===== config.mk =====
export PLATFORM = sky130hd
export DESIGN_NAME = ulmc_core
export DESIGN_NICKNAME = d
export VERILOG_FILES = /design/src/pkg/ulmc_pkg.sv /design/src/verilog/ulmc_core.sv
export SDC_FILE = /design/constraint.sdc
export NUM_CORES = 1
export LEC_CHECK = 0
export BUFFER_PORTS_ARGS = -buffer_cell sky130_fd_sc_hd__buf_2
export CAP_MARGIN = 20
export CORE_MARGIN = 3
export CORE_UTILIZATION = 54
export DETAILED_ROUTE_END_ITERATION = 10
export PLACE_DENSITY_LB_ADDON = 0.2
export SLEW_MARGIN = 20
export SYNTH_ARGS = -nofsm -noshare
export SYNTH_HDL_FRONTEND = slang
export SYNTH_SLANG_ARGS = --single-unit

===== constraint.sdc =====
create_clock -name clk_in -period 2.56 [get_ports clk_in]
set_input_delay 0.256 -clock clk_in [delete_from_list [all_inputs] [get_ports clk_in]]
set_output_delay 0.256 -clock clk_in [all_outputs]
set_load 0.01 [all_outputs]

===== src/pkg/ulmc_pkg.sv =====
// constants for the uart line, modem and status control block
package ulmc_pkg;
  // register offsets
  localparam logic [2:0] OFS_LINE_CONTROL = 3'h3;
  localparam logic [2:0] OFS_MODEM_CONTROL = 3'h4;
  localparam logic [2:0] OFS_LINE_STATUS = 3'h5;
  localparam logic [2:0] OFS_RESUME_ONE = 3'h4;
  localparam logic [2:0] OFS_RESUME_TWO = 3'h5;
  localparam logic [7:0] RESUME_PAGE_KEY = 8'hBF;
  // reset values
  localparam logic [7:0] LINE_CONTROL_RST = 8'h00;
  localparam logic [7:0] MODEM_CONTROL_RST = 8'h00;
  localparam logic [7:0] LINE_STATUS_RST = 8'h60;
  localparam logic [7:0] RESUME_RST = 8'h00;
  // line control fields
  localparam int LC_DIVISOR = 7;
  localparam int LC_BREAK = 6;
  localparam int LC_FORCE_PAR = 5;
  localparam int LC_EVEN_PAR = 4;
  localparam int LC_PAR_EN = 3;
  localparam int LC_STOP = 2;
  // modem control fields
  localparam int MC_PRESCALE = 7;
  localparam int MC_INFRARED = 6;
  localparam int MC_RESUME_ANY = 5;
  localparam int MC_LOOPBACK = 4;
  localparam int MC_SPARE_TWO = 3;
  localparam int MC_SPARE_ONE = 2;
  localparam int MC_RTS = 1;
  localparam int MC_DTR = 0;
  // line status fields
  localparam int LS_FIFO_ERR = 7;
  localparam int LS_TX_IDLE = 6;
  localparam int LS_THR_EMPTY = 5;
  localparam int LS_BREAK = 4;
  localparam int LS_FRAMING = 3;
  localparam int LS_PARITY = 2;
  localparam int LS_OVERRUN = 1;
  localparam int LS_READY = 0;
  // timing
  localparam logic [1:0] PRESCALE_DIV4_LAST = 2'h3;
  localparam logic [3:0] OVERSAMPLE_LAST = 4'hF;
  localparam logic [3:0] HALF_BIT = 4'h7;
  localparam logic [4:0] HALF_STOP_TICKS = 5'h08;
  localparam logic [4:0] FULL_STOP_TICKS = 5'h10;
endpackage


===== src/verilog/ulmc_core.sv =====
// line control, modem control, line status and resume characters of a uart
`timescale 1ns/1ns
`default_nettype none
module ulmc_core #(
  parameter int DIVISOR_DEFAULT = 1
) (
  input wire logic clk_in,
  input wire logic resetn_in,
  input wire logic por_n_in,
  input wire logic [2:0] addr_in,
  input wire logic wr_in,
  input wire logic rd_in,
  input wire logic [7:0] wdata_in,
  input wire logic feature_bit2_in,
  input wire logic auto_rts_in,
  input wire logic auto_rts_level_in,
  input wire logic dtr_sel_in,
  input wire logic tx_valid_in,
  input wire logic [7:0] tx_data_in,
  input wire logic rx_fifo_full_in,
  input wire logic rx_fifo_ready_in,
  input wire logic rx_fifo_err_any_in,
  input wire logic [2:0] rx_head_err_in,
  input wire logic rx_pin_in,
  input wire logic cts_n_in,
  input wire logic dsr_n_in,
  input wire logic dcd_n_in,
  input wire logic ri_n_in,
  output logic [7:0] rdata_out,
  output logic divisor_sel_out,
  output logic upper_page_out,
  output logic tx_ready_out,
  output logic rx_push_out,
  output logic [7:0] rx_data_out,
  output logic [2:0] rx_err_out,
  output logic resume_tx_out,
  output logic tx_pin_out,
  output logic rts_n_out,
  output logic dtr_n_out,
  output logic [3:0] modem_in_out
);
  typedef enum logic [3:0] {
    TX_IDLE = 4'b0001,
    TX_START = 4'b0010,
    TX_DATA = 4'b0100,
    TX_STOP = 4'b1000
  } ulmc_tx_e;
  typedef enum logic [3:0] {
    RX_IDLE = 4'b0001,
    RX_START = 4'b0010,
    RX_DATA = 4'b0100,
    RX_STOP = 4'b1000
  } ulmc_rx_e;
  typedef struct packed {
    logic [7:0] lc;
    logic [7:0] mc;
    logic overrun;
    logic [1:0] pre_cnt;
    logic [15:0] baud_cnt;
    logic tick;
    logic [1:0] rx_sync;
    logic [3:0] cts_sync;
    ulmc_tx_e tx_st;
    logic thr_full;
    logic [7:0] tx_holding_reg;
    logic [8:0] tx_shift_reg;
    logic [3:0] tx_bits;
    logic [4:0] tx_ticks;
    logic [3:0] tx_sub;
    logic tx_line;
    ulmc_rx_e rx_st;
    logic [3:0] rx_sub;
    logic [3:0] rx_bits;
    logic [8:0] rsr;
    logic rx_zero;
    logic rx_push;
    logic [7:0] rx_data;
    logic [2:0] rx_err;
    logic resume;
    logic [7:0] rdata;
    logic rts_n;
    logic dtr_n;
    logic [3:0] modem_in;
    logic [5:0] pin_sync;
    logic tx_pin;
    logic upper_page;
  } ulmc_state_s;
  ulmc_state_s s_reg, s_next;
  logic [7:0] res1_reg, res1_next, res2_reg, res2_next;
  logic [7:0] ls;
  logic [3:0] nbits;
  logic rx_in_bit, resume_page, par_bit;
  logic [5:0] stop_len;

  always_comb begin
    nbits = 4'h5 + {2'b00, s_reg.lc[1:0]};
    resume_page = (s_reg.lc == ulmc_pkg::RESUME_PAGE_KEY) && !feature_bit2_in;
    // loopback takes the internal line; outside loopback, infrared inverts the idle sense
    rx_in_bit = s_reg.mc[ulmc_pkg::MC_LOOPBACK] ? s_reg.tx_line : s_reg.rx_sync[1];
    if (s_reg.mc[ulmc_pkg::MC_INFRARED] && !s_reg.mc[ulmc_pkg::MC_LOOPBACK]) begin
      rx_in_bit = ~rx_in_bit;
    end
    if (s_reg.lc[ulmc_pkg::LC_FORCE_PAR]) begin
      par_bit = ~s_reg.lc[ulmc_pkg::LC_EVEN_PAR];
    end else begin
      // only the bits of the chosen length count
      par_bit = ^(s_reg.tx_holding_reg & (8'hFF >> (4'd8 - nbits)))
        ^ ~s_reg.lc[ulmc_pkg::LC_EVEN_PAR];
    end
    // stop length in ticks, six bits so two full stops do not wrap
    stop_len = 6'(ulmc_pkg::FULL_STOP_TICKS);
    if (s_reg.lc[ulmc_pkg::LC_STOP]) begin
      if (s_reg.lc[1:0] == 2'b00) begin
        stop_len = stop_len + 6'(ulmc_pkg::HALF_STOP_TICKS);
      end else begin
        stop_len = stop_len + 6'(ulmc_pkg::FULL_STOP_TICKS);
      end
    end
    ls = '0;
    ls[ulmc_pkg::LS_FIFO_ERR] = rx_fifo_err_any_in;
    ls[ulmc_pkg::LS_TX_IDLE] = !s_reg.thr_full && (s_reg.tx_st == TX_IDLE);
    ls[ulmc_pkg::LS_THR_EMPTY] = !s_reg.thr_full;
    ls[ulmc_pkg::LS_BREAK] = rx_head_err_in[2];
    ls[ulmc_pkg::LS_FRAMING] = rx_head_err_in[1];
    ls[ulmc_pkg::LS_PARITY] = rx_head_err_in[0];
    ls[ulmc_pkg::LS_OVERRUN] = s_reg.overrun;
    ls[ulmc_pkg::LS_READY] = rx_fifo_ready_in;
  end

  always_comb begin
    s_next = s_reg;
    res1_next = res1_reg;
    res2_next = res2_reg;
    s_next.rx_push = 1'b0;
    s_next.resume = 1'b0;
    s_next.rx_sync = {s_reg.rx_sync[0], rx_pin_in};
    s_next.cts_sync = {s_reg.cts_sync[1:0], cts_n_in, 1'b0};
    // modem status pins pass two stages before use
    s_next.pin_sync = {s_reg.pin_sync[2:0], dcd_n_in, ri_n_in, dsr_n_in};
    // register writes
    if (wr_in) begin
      if (addr_in == ulmc_pkg::OFS_LINE_CONTROL) begin
        s_next.lc = wdata_in;
      end else if (resume_page && addr_in == ulmc_pkg::OFS_RESUME_ONE) begin
        res1_next = wdata_in;
      end else if (resume_page && addr_in == ulmc_pkg::OFS_RESUME_TWO) begin
        res2_next = wdata_in;
      end else if (!s_reg.lc[ulmc_pkg::LC_DIVISOR] && addr_in == ulmc_pkg::OFS_MODEM_CONTROL) begin
        s_next.mc = wdata_in;
      end
    end
    // register reads; overrun clears on status read
    s_next.rdata = 8'h00;
    if (addr_in == ulmc_pkg::OFS_LINE_CONTROL) begin
      s_next.rdata = s_reg.lc;
    end else if (resume_page && addr_in == ulmc_pkg::OFS_RESUME_ONE) begin
      s_next.rdata = res1_reg;
    end else if (resume_page && addr_in == ulmc_pkg::OFS_RESUME_TWO) begin
      s_next.rdata = res2_reg;
    end else if (!s_reg.lc[ulmc_pkg::LC_DIVISOR] && addr_in == ulmc_pkg::OFS_MODEM_CONTROL) begin
      s_next.rdata = s_reg.mc;
    end else if (!s_reg.lc[ulmc_pkg::LC_DIVISOR] && addr_in == ulmc_pkg::OFS_LINE_STATUS) begin
      s_next.rdata = ls;
      if (rd_in) begin
        s_next.overrun = 1'b0;
      end
    end
    // baud tick: prescaler then divisor
    s_next.tick = 1'b0;
    s_next.pre_cnt = s_reg.pre_cnt + 2'd1;
    if (!s_reg.mc[ulmc_pkg::MC_PRESCALE] || s_reg.pre_cnt == ulmc_pkg::PRESCALE_DIV4_LAST) begin
      s_next.pre_cnt = 2'd0;
      if (s_reg.baud_cnt >= 16'(DIVISOR_DEFAULT - 1)) begin
        s_next.baud_cnt = 16'h0000;
        s_next.tick = 1'b1;
      end else begin
        s_next.baud_cnt = s_reg.baud_cnt + 16'd1;
      end
    end
    // holding register
    if (tx_valid_in && !s_reg.thr_full) begin
      s_next.tx_holding_reg = tx_data_in;
      s_next.thr_full = 1'b1;
    end
    // transmitter, sixteen ticks per bit
    if (s_reg.tick) begin
      s_next.tx_sub = s_reg.tx_sub + 4'd1;
      case (s_reg.tx_st)
        TX_IDLE: begin
          s_next.tx_line = 1'b1;
          if (s_reg.thr_full && !s_reg.cts_sync[3]) begin
            // parity sits right after the last data bit
            s_next.tx_shift_reg = {1'b1, s_reg.tx_holding_reg};
            s_next.tx_shift_reg[nbits] = par_bit;
            s_next.thr_full = 1'b0;
            s_next.tx_st = TX_START;
            s_next.tx_sub = 4'h0;
            s_next.tx_line = 1'b0;
          end
        end
        TX_START: begin
          if (s_reg.tx_sub == ulmc_pkg::OVERSAMPLE_LAST) begin
            s_next.tx_st = TX_DATA;
            s_next.tx_bits = 4'h0;
            s_next.tx_line = s_reg.tx_shift_reg[0];
          end
        end
        TX_DATA: begin
          if (s_reg.tx_sub == ulmc_pkg::OVERSAMPLE_LAST) begin
            s_next.tx_bits = s_reg.tx_bits + 4'd1;
            s_next.tx_shift_reg = {1'b1, s_reg.tx_shift_reg[8:1]};
            if (s_reg.tx_bits + 4'd1 == nbits && !s_reg.lc[ulmc_pkg::LC_PAR_EN]) begin
              s_next.tx_line = 1'b1;
            end else if (s_reg.tx_bits + 4'd1 == nbits) begin
              s_next.tx_shift_reg = {1'b1, 8'hFF};
              s_next.tx_line = s_reg.tx_shift_reg[1];
            end else begin
              s_next.tx_line = s_reg.tx_shift_reg[1];
            end
            if (s_reg.tx_bits + 4'd1 == nbits + {3'b000, s_reg.lc[ulmc_pkg::LC_PAR_EN]}) begin
              s_next.tx_st = TX_STOP;
              s_next.tx_ticks = 5'h00;
              s_next.tx_line = 1'b1;
            end
          end
        end
        TX_STOP: begin
          s_next.tx_ticks = s_reg.tx_ticks + 5'd1;
          if ({1'b0, s_reg.tx_ticks} + 6'd1 == stop_len) begin
            s_next.tx_st = TX_IDLE;
          end
        end
        default: s_next.tx_st = TX_IDLE;
      endcase
    end
    // receiver, mid-bit sampling
    if (s_reg.tick) begin
      s_next.rx_sub = s_reg.rx_sub + 4'd1;
      case (s_reg.rx_st)
        RX_IDLE: begin
          if (!rx_in_bit) begin
            s_next.rx_st = RX_START;
            s_next.rx_sub = 4'h0;
          end
        end
        RX_START: begin
          if (s_reg.rx_sub == ulmc_pkg::HALF_BIT) begin
            s_next.rx_st = rx_in_bit ? RX_IDLE : RX_DATA;
            s_next.rx_sub = 4'h0;
            s_next.rx_bits = 4'h0;
            s_next.rx_zero = 1'b1;
            s_next.rsr = 9'h000;
          end
        end
        RX_DATA: begin
          if (s_reg.rx_sub == ulmc_pkg::OVERSAMPLE_LAST) begin
            s_next.rsr[s_reg.rx_bits] = rx_in_bit;
            s_next.rx_zero = s_reg.rx_zero & !rx_in_bit;
            s_next.rx_bits = s_reg.rx_bits + 4'd1;
            if (s_reg.rx_bits + 4'd1 == nbits + {3'b000, s_reg.lc[ulmc_pkg::LC_PAR_EN]}) begin
              s_next.rx_st = RX_STOP;
            end
          end
        end
        RX_STOP: begin
          if (s_reg.rx_sub == ulmc_pkg::OVERSAMPLE_LAST) begin
            s_next.rx_st = RX_IDLE;
            s_next.rx_data = s_reg.rsr[7:0] & (8'hFF >> (4'd8 - nbits));
            s_next.rx_err[2] = s_reg.rx_zero && !rx_in_bit;
            s_next.rx_err[1] = !rx_in_bit;
            s_next.rx_err[0] = s_reg.lc[ulmc_pkg::LC_PAR_EN]
              && (s_reg.lc[ulmc_pkg::LC_FORCE_PAR]
                  ? (s_reg.rsr[nbits] != ~s_reg.lc[ulmc_pkg::LC_EVEN_PAR])
                  : ((^s_reg.rsr[8:0]) != ~s_reg.lc[ulmc_pkg::LC_EVEN_PAR]));
            s_next.resume = s_reg.mc[ulmc_pkg::MC_RESUME_ANY];
            if (rx_fifo_full_in) begin
              s_next.overrun = 1'b1;
            end else begin
              s_next.rx_push = 1'b1;
            end
          end
        end
        default: s_next.rx_st = RX_IDLE;
      endcase
    end
    // modem pins and status inputs
    s_next.rts_n = auto_rts_in ? auto_rts_level_in : s_reg.mc[ulmc_pkg::MC_RTS] ? 1'b0 : 1'b1;
    s_next.dtr_n = (dtr_sel_in && s_reg.mc[ulmc_pkg::MC_DTR]) ? 1'b0 : 1'b1;
    if (s_reg.mc[ulmc_pkg::MC_LOOPBACK]) begin
      s_next.rts_n = 1'b1;
      s_next.dtr_n = 1'b1;
      s_next.modem_in = {s_reg.mc[ulmc_pkg::MC_SPARE_TWO], s_reg.mc[ulmc_pkg::MC_SPARE_ONE],
                         s_reg.mc[ulmc_pkg::MC_DTR], s_reg.mc[ulmc_pkg::MC_RTS]};
    end else begin
      s_next.modem_in = {~s_reg.pin_sync[5], ~s_reg.pin_sync[4], ~s_reg.pin_sync[3],
                         ~s_reg.cts_sync[3]};
    end
    s_next.upper_page = s_reg.mc[ulmc_pkg::MC_SPARE_ONE]
      && !s_reg.mc[ulmc_pkg::MC_LOOPBACK];
    // loopback parks the pin idle, ahead of break; otherwise break overrides
    if (s_reg.mc[ulmc_pkg::MC_LOOPBACK]) begin
      s_next.tx_pin = 1'b1;
    end else if (s_reg.lc[ulmc_pkg::LC_BREAK]) begin
      s_next.tx_pin = 1'b0;
    end else begin
      s_next.tx_pin = s_next.tx_line;
    end
  end

  always_ff @(posedge clk_in or negedge resetn_in) begin
    if (!resetn_in) begin
      s_reg <= '0;
      s_reg.lc <= ulmc_pkg::LINE_CONTROL_RST;
      s_reg.mc <= ulmc_pkg::MODEM_CONTROL_RST;
      s_reg.tx_st <= TX_IDLE;
      s_reg.rx_st <= RX_IDLE;
      s_reg.tx_line <= 1'b1;
      s_reg.rx_sync <= 2'b11;
      s_reg.cts_sync <= 4'hF;
      s_reg.rts_n <= 1'b1;
      s_reg.dtr_n <= 1'b1;
      s_reg.rdata <= 8'h00;
      s_reg.pin_sync <= 6'h3F;
      s_reg.tx_pin <= 1'b1;
      s_reg.upper_page <= 1'b0;
    end else begin
      s_reg <= s_next;
    end
  end

  // resume characters survive soft resets
  always_ff @(posedge clk_in or negedge por_n_in) begin
    if (!por_n_in) begin
      res1_reg <= ulmc_pkg::RESUME_RST;
      res2_reg <= ulmc_pkg::RESUME_RST;
    end else begin
      res1_reg <= res1_next;
      res2_reg <= res2_next;
    end
  end

  assign rdata_out = s_reg.rdata;
  assign divisor_sel_out = s_reg.lc[ulmc_pkg::LC_DIVISOR];
  assign upper_page_out = s_reg.upper_page;
  assign tx_ready_out = !s_reg.thr_full;
  assign rx_push_out = s_reg.rx_push;
  assign rx_data_out = s_reg.rx_data;
  assign rx_err_out = s_reg.rx_err;
  assign resume_tx_out = s_reg.resume;
  assign tx_pin_out = s_reg.tx_pin;
  assign rts_n_out = s_reg.rts_n;
  assign dtr_n_out = s_reg.dtr_n;
  assign modem_in_out = s_reg.modem_in;
endmodule // ulmc_core
`default_nettype wire


Word level (Yosys, flattened, before mapping) --
Index checks and enable logic that the tools add are counted.
Storage, ports and cells: register bits 151, bits of input ports 40, output and inout bits 31, ROM bits 0, memory bits (writable) 0, bits in latches 0, memories 0
Operators by class: $lt $le $gt $ge 5, mux-type cells 79, shifts and indexed selects 1, equality and inequality tests 32, $add $sub $neg 11, reductions and logical operators 43, divide/modulo/power cells 0, $mul 0, bitwise gates (word level) 13
Operator list (number):
- two-way mux 8 bit | 8
- two-way mux 4 bit | 10
- two-way mux 13 bit | 3
- one-hot mux 4 bit (4 select lines) | 2
- two-way mux 1 bit | 31
- one-hot mux 14 bit (2 select lines) | 1
- two-way mux 22 bit | 1
- AND reduction 4 bit | 5
- two-way mux 19 bit | 1
- bitwise mux 9 bit | 2
- two-way mux 18 bit | 1
- two-way mux 9 bit | 2
- inequality test 2 bit (second input constant) | 9
- one-hot mux 9 bit (2 select lines) | 1
- adder 16 x 1 -> 16 bit (second input constant) | 1
- adder 4 x 1 -> 4 bit (second input constant) | 4
- bitwise AND 8 bit | 2
- == test 4 bit (second input constant) | 4
- greater-or-equal comparator 16 x 1 -> 1 bit (second input constant) | 1
- logical AND 1 bit | 16
- two-way mux 16 bit | 1
- one-hot mux 4 bit (2 select lines) | 2
- two-way mux 5 bit | 3
- two-way mux 14 bit | 1
- other kinds (40) | 72

Depth between registers and ports, before layout --
depth after elaboration 11, mapped depth 12, gate-level depth less buffers 10

Least setup slack after synthesis --
No wires, ideal clock.
path type register to register, start point reg s_reg[127] (netlist name), end point reg s_reg[91] (netlist name), cell stages (with the launch flop) 12, arrival time 2.632 ns, buffers on the path 2, library setup time 0.125 ns, path slack -0.196 ns, cell sequence dfrtp_1 -> buf_4 -> inv_1 -> ha_1 -> fa_1 -> clkbuf_1 -> nor3b_1 -> a211oi_1 -> a311oi_1 -> a21oi_1 -> nor2_1 -> mux2_2
Between the ends: longest elaborated chain between the ends 6
RTL lines:
- start, declared | RTL line ulmc_core.sv:88 | ulmc_state_s s_reg, s_next;
- start signal, assigned | RTL line ulmc_core.sv:327 | s_reg <= s_next;
- branches (longest 5 deep; another with adder 3 x 2 -> 4 bit)
- AND reduction 6 bit (no source line) (*)
Mark *: on every way between the ends. A chain may end at the register's enable or synchronous reset.

Final worst setup path --
start point reg s_reg[127] (netlist name), end point reg s_reg[75] (netlist name)
Between the ends: longest elaborated chain between the ends 10
RTL lines:
- adder 3 x 2 -> 4 bit (*) | RTL line ulmc_core.sv:96 | nbits = 4'h5 + {2'b00, s_reg.lc[1:0]};
- subtractor 4 bit | RTL line ulmc_core.sv:107 | par_bit = ^(s_reg.tx_holding_reg & (8'hFF >> (4'd8 - nbits)))
- right shift 8 x 4 -> 8 bit | RTL line ulmc_core.sv:107
- bitwise AND 8 bit | RTL line ulmc_core.sv:107
- XOR reduction 8 bit | RTL line ulmc_core.sv:107
- bitwise XOR 1 bit | RTL line ulmc_core.sv:108 | ^ ~s_reg.lc[ulmc_pkg::LC_EVEN_PAR];
- two-way mux 1 bit | RTL line ulmc_core.sv:103 | if (s_reg.lc[ulmc_pkg::LC_FORCE_PAR]) begin
- bitwise mux 9 bit | RTL line ulmc_core.sv:194 | s_next.tx_shift_reg[nbits] = par_bit;
- two-way mux 9 bit | RTL line ulmc_core.sv:191 | if (s_reg.thr_full && !s_reg.cts_sync[3]) begin
- one-hot mux 9 bit (2 select lines) (*) | RTL line ulmc_core.sv:188 | case (s_reg.tx_st)
Every way passes the cells marked *; elsewhere a longest branch is shown, timed or not. The select of a mux whose other input is x is not followed.

==> results.tsv <==
metric	value	unit
status	completed	
Worst slew margin	56.4	%
Sink Count	133	
Post-Layout Cell Count	948	
LEAKAGE	3.80	nW
post-synthesis cell area	0.00697	mm²
Fin Hold WS	0.0444	ns
YS warnings	0	
asr flop ratio synth	100	%
Distinct cells, synth	67	
worst skew pair latency	0.42	ns
post-synthesis net count	750	
Slew Limit Fails	0	
Crit Path Max Fanout	5	
Critical path buffers and inverters	2	
vias in the first global route	5380	
global-route wire length before repair	27.3	mm
most instantiated cells after synthesis	117 x dfrtp_1, 97 x nand2_1, 64 x o21ai_0, 46 x mux2_2, 33 x nor2_1	
power per cell area	932	mW/mm²
Detailed Place HPWL	12.0	mm
final worst path period share	95.5	%
Final Critical Period	2.45	ns
initial DRC count	310	
RD Place Congestion	0.876	
# rows	40	
Fin Setup TNS	0	ns
CP Data Required Time	2.91	ns
total gr overflow	0	
register area share after synthesis	48.0	%
CP Data Arrival Time	2.79	ns
most frequent cell after synthesis	dfrtp_1	
IO Port Bufs	70	
CTS tree	built	
antenna violations before repair	0	
top cells by area, synth	dfrtp_1 42%, mux2_2 7.4%, dfstp_2 6.0%, nand2_1 5.2%, o21ai_0 4.6%	
maxcap violations	0	
Power Total	7.70	mW
number of diodes	0	
path type of the worst min-delay path	input pin to flop	
Synth Register Bits	133	
Die W	120	µm
final hold violation count	0	
crit-path max cell delay	0.42	ns
Die Y	120	µm
placed cells	902	
share of cells above drive strength 1	30.4	%
delay-heaviest family, CP	XOR/XNOR gates	
cell count after synthesis	691	
Worst-path clk slew	0.06	ns
CTS Buf Count	17	
worst slew pin tran	0.645	ns
post-route design area	0.00826	mm²
number of flops mapped to enable cells by yosys	0	
unrepaired setup endpoints after global routing	no	
core area	0.0123	mm²
Largest register FFs	81	
largest net degree at the start of global routing	43	
Layout Skew	0.0116	ns
Main synth FF type	dfrtp_1	
# fillers	977	
area leader, netlist	dfrtp_1	
Clock Tree Buf Depth	2	
Post-Place Cell Area	0.00748	mm²
Initial DRT Pass Iterations	5	
Routed Antenna Nets	0	
Total GRT Usage	24.0	%
crit path cell chain	buf_4 -> ha_2 -> inv_4 -> ha_2 -> nor2b_4 -> xnor2_2 -> xnor2_1 -> xnor2_1 -> xnor2_2 -> mux2_4 -> a31oi_2	
io pins	71	
post-synth top area share	42.0	%
via count of the routed design	5509	
startpoint class of the critical path	flop	
final wirelength	16.6	mm
Area Growth Syn to Fin	18.4	%
Worst VDD drop	0.661	mV
initial core utilization	56.6	%
H-tree depth	4	
Root Buffer	clkbuf_16	
mean routed wirelength per cell	17.5	µm
slowest stage cell on the critical path	dfrtp_2	
Die Area	0.0143	mm²
Setup violations, final	0	
DR vias/cell	5.81	
fin nets	826	
DR DRC count	0	
critical path endpoint category	flop	
Avg Cell Area, Syn	10.1	µm²
Max Freq	0.409	GHz
worst setup path class	flop to flop	
[cells in the final DEF (no fill, tap or decap), types with 5 or more instances in the layout]
| master | n |
|---|---|
| nand2_1 | 97 |
| a221o_1 | 6 |
| xnor2_1 | 18 |
| and3_1 | 5 |
| buf_2 | 69 |
| nor3_1 | 9 |
| ha_1 | 14 |
| nor2_1 | 31 |
| a31oi_1 | 9 |
| buf_4 | 38 |
| nand4_1 | 7 |
| nand2b_1 | 8 |
| o21ai_1 | 5 |
| o21ai_0 | 59 |
| inv_6 | 7 |
| inv_1 | 15 |
| nand3_1 | 22 |
| mux2i_1 | 12 |
| o22ai_1 | 12 |
| dfstp_2 | 16 |
| dlygate4sd3_1 | 9 |
| o31ai_1 | 6 |
| clkbuf_16 | 17 |
| mux2_2 | 45 |
| dfrtp_1 | 115 |
| xor2_1 | 7 |
| a21oi_1 | 19 |
| nor2b_1 | 8 |
[stage by stage]
stage          setup slack (ns)  util, %
6_report                  0.115     67.1
4_1_cts                 0.00830     66.1
3_5_place_dp             0.0340     60.8
3_3_place_gp              0.134     60.8
2_1_floorplan           0.00952        -
5_1_grt                 0.00618     67.1
[logic make-up after synthesis]
logic type,count (synthesis),synth area share (%)
buffers and inverters,77,5.72
XOR/XNOR,28,3.62
AO/OA/AOI/OAI,154,13.8
AND/OR/NAND/NOR,220,15.6
adder cells (fa/ha/maj),19,3.52
multiplexers,60,9.74
flip-flops,133,48.0
[worst paths after layout]
check                           slack [ns]              start     endpoint  cells after the start
min in group asynchronous             0.28           por_n_in  res2_reg[2]                      2
worst min-delay path                  0.04  auto_rts_level_in    rts_n_out                      2
worst max register to register        0.11         s_reg[127]    s_reg[75]                     11
max in group asynchronous             1.44          resetn_in    s_reg[57]                      3
worst min register to register        0.36          s_next[7]     s_reg[7]                      0
worst max-delay path                  0.11         s_reg[127]    s_reg[75]                     11
[routing by layer]
layer	wire length (µm)	vias up	share of wire, %	GRT usage (%)
li1	-	2575	-	-
met1	7240	2724	44	32.1
met2	8070	178	49	38.9
met3	986	32	5.9	5.18
met4	325	0	2.0	8.16
met5	0	-	0	0
[worst reg2reg max path, delay by kind of cell, from the launching register on]
kind	cells	cell delay (ns)
xor+xnor	4	0.71
compound gates	1	0.18
mux	1	0.36
simple gates	1	0.05
flops	1	0.42
fa+ha+maj	2	0.42
buf+inv	2	0.24
[cell type report]
type / count / area [µm²] / share of cell area, %
Multi-Input combinational cell: 481 / 3330 / 40.3
Clock inverter: 15 / 139 / 1.68
Inverter: 17 / 66.3 / 0.803
Tap cell: 168 / 210 / 2.55
Clock buffer: 17 / 425 / 5.15
Timing Repair Buffer: 117 / 741 / 8.97
Sequential cell: 133 / 3350 / 40.6
[report_power, final]
group	internal, mW	switching (mW)
combinational	1.20	1.25
clock	1.28	1.02
sequential	2.52	0.424
[timing repair]
| item | in CTS | in global routing |
|---|---|---|
| hold buffers | 9 | 0 |
| buffers inserted | 0 | 5 |
| setup endpoints to repair | 0 | 29 |
| gates resized for setup | 0 | 24 |
| hold endpoints to repair | 60 | 0 |
Power figures use the tool's default switching activity.
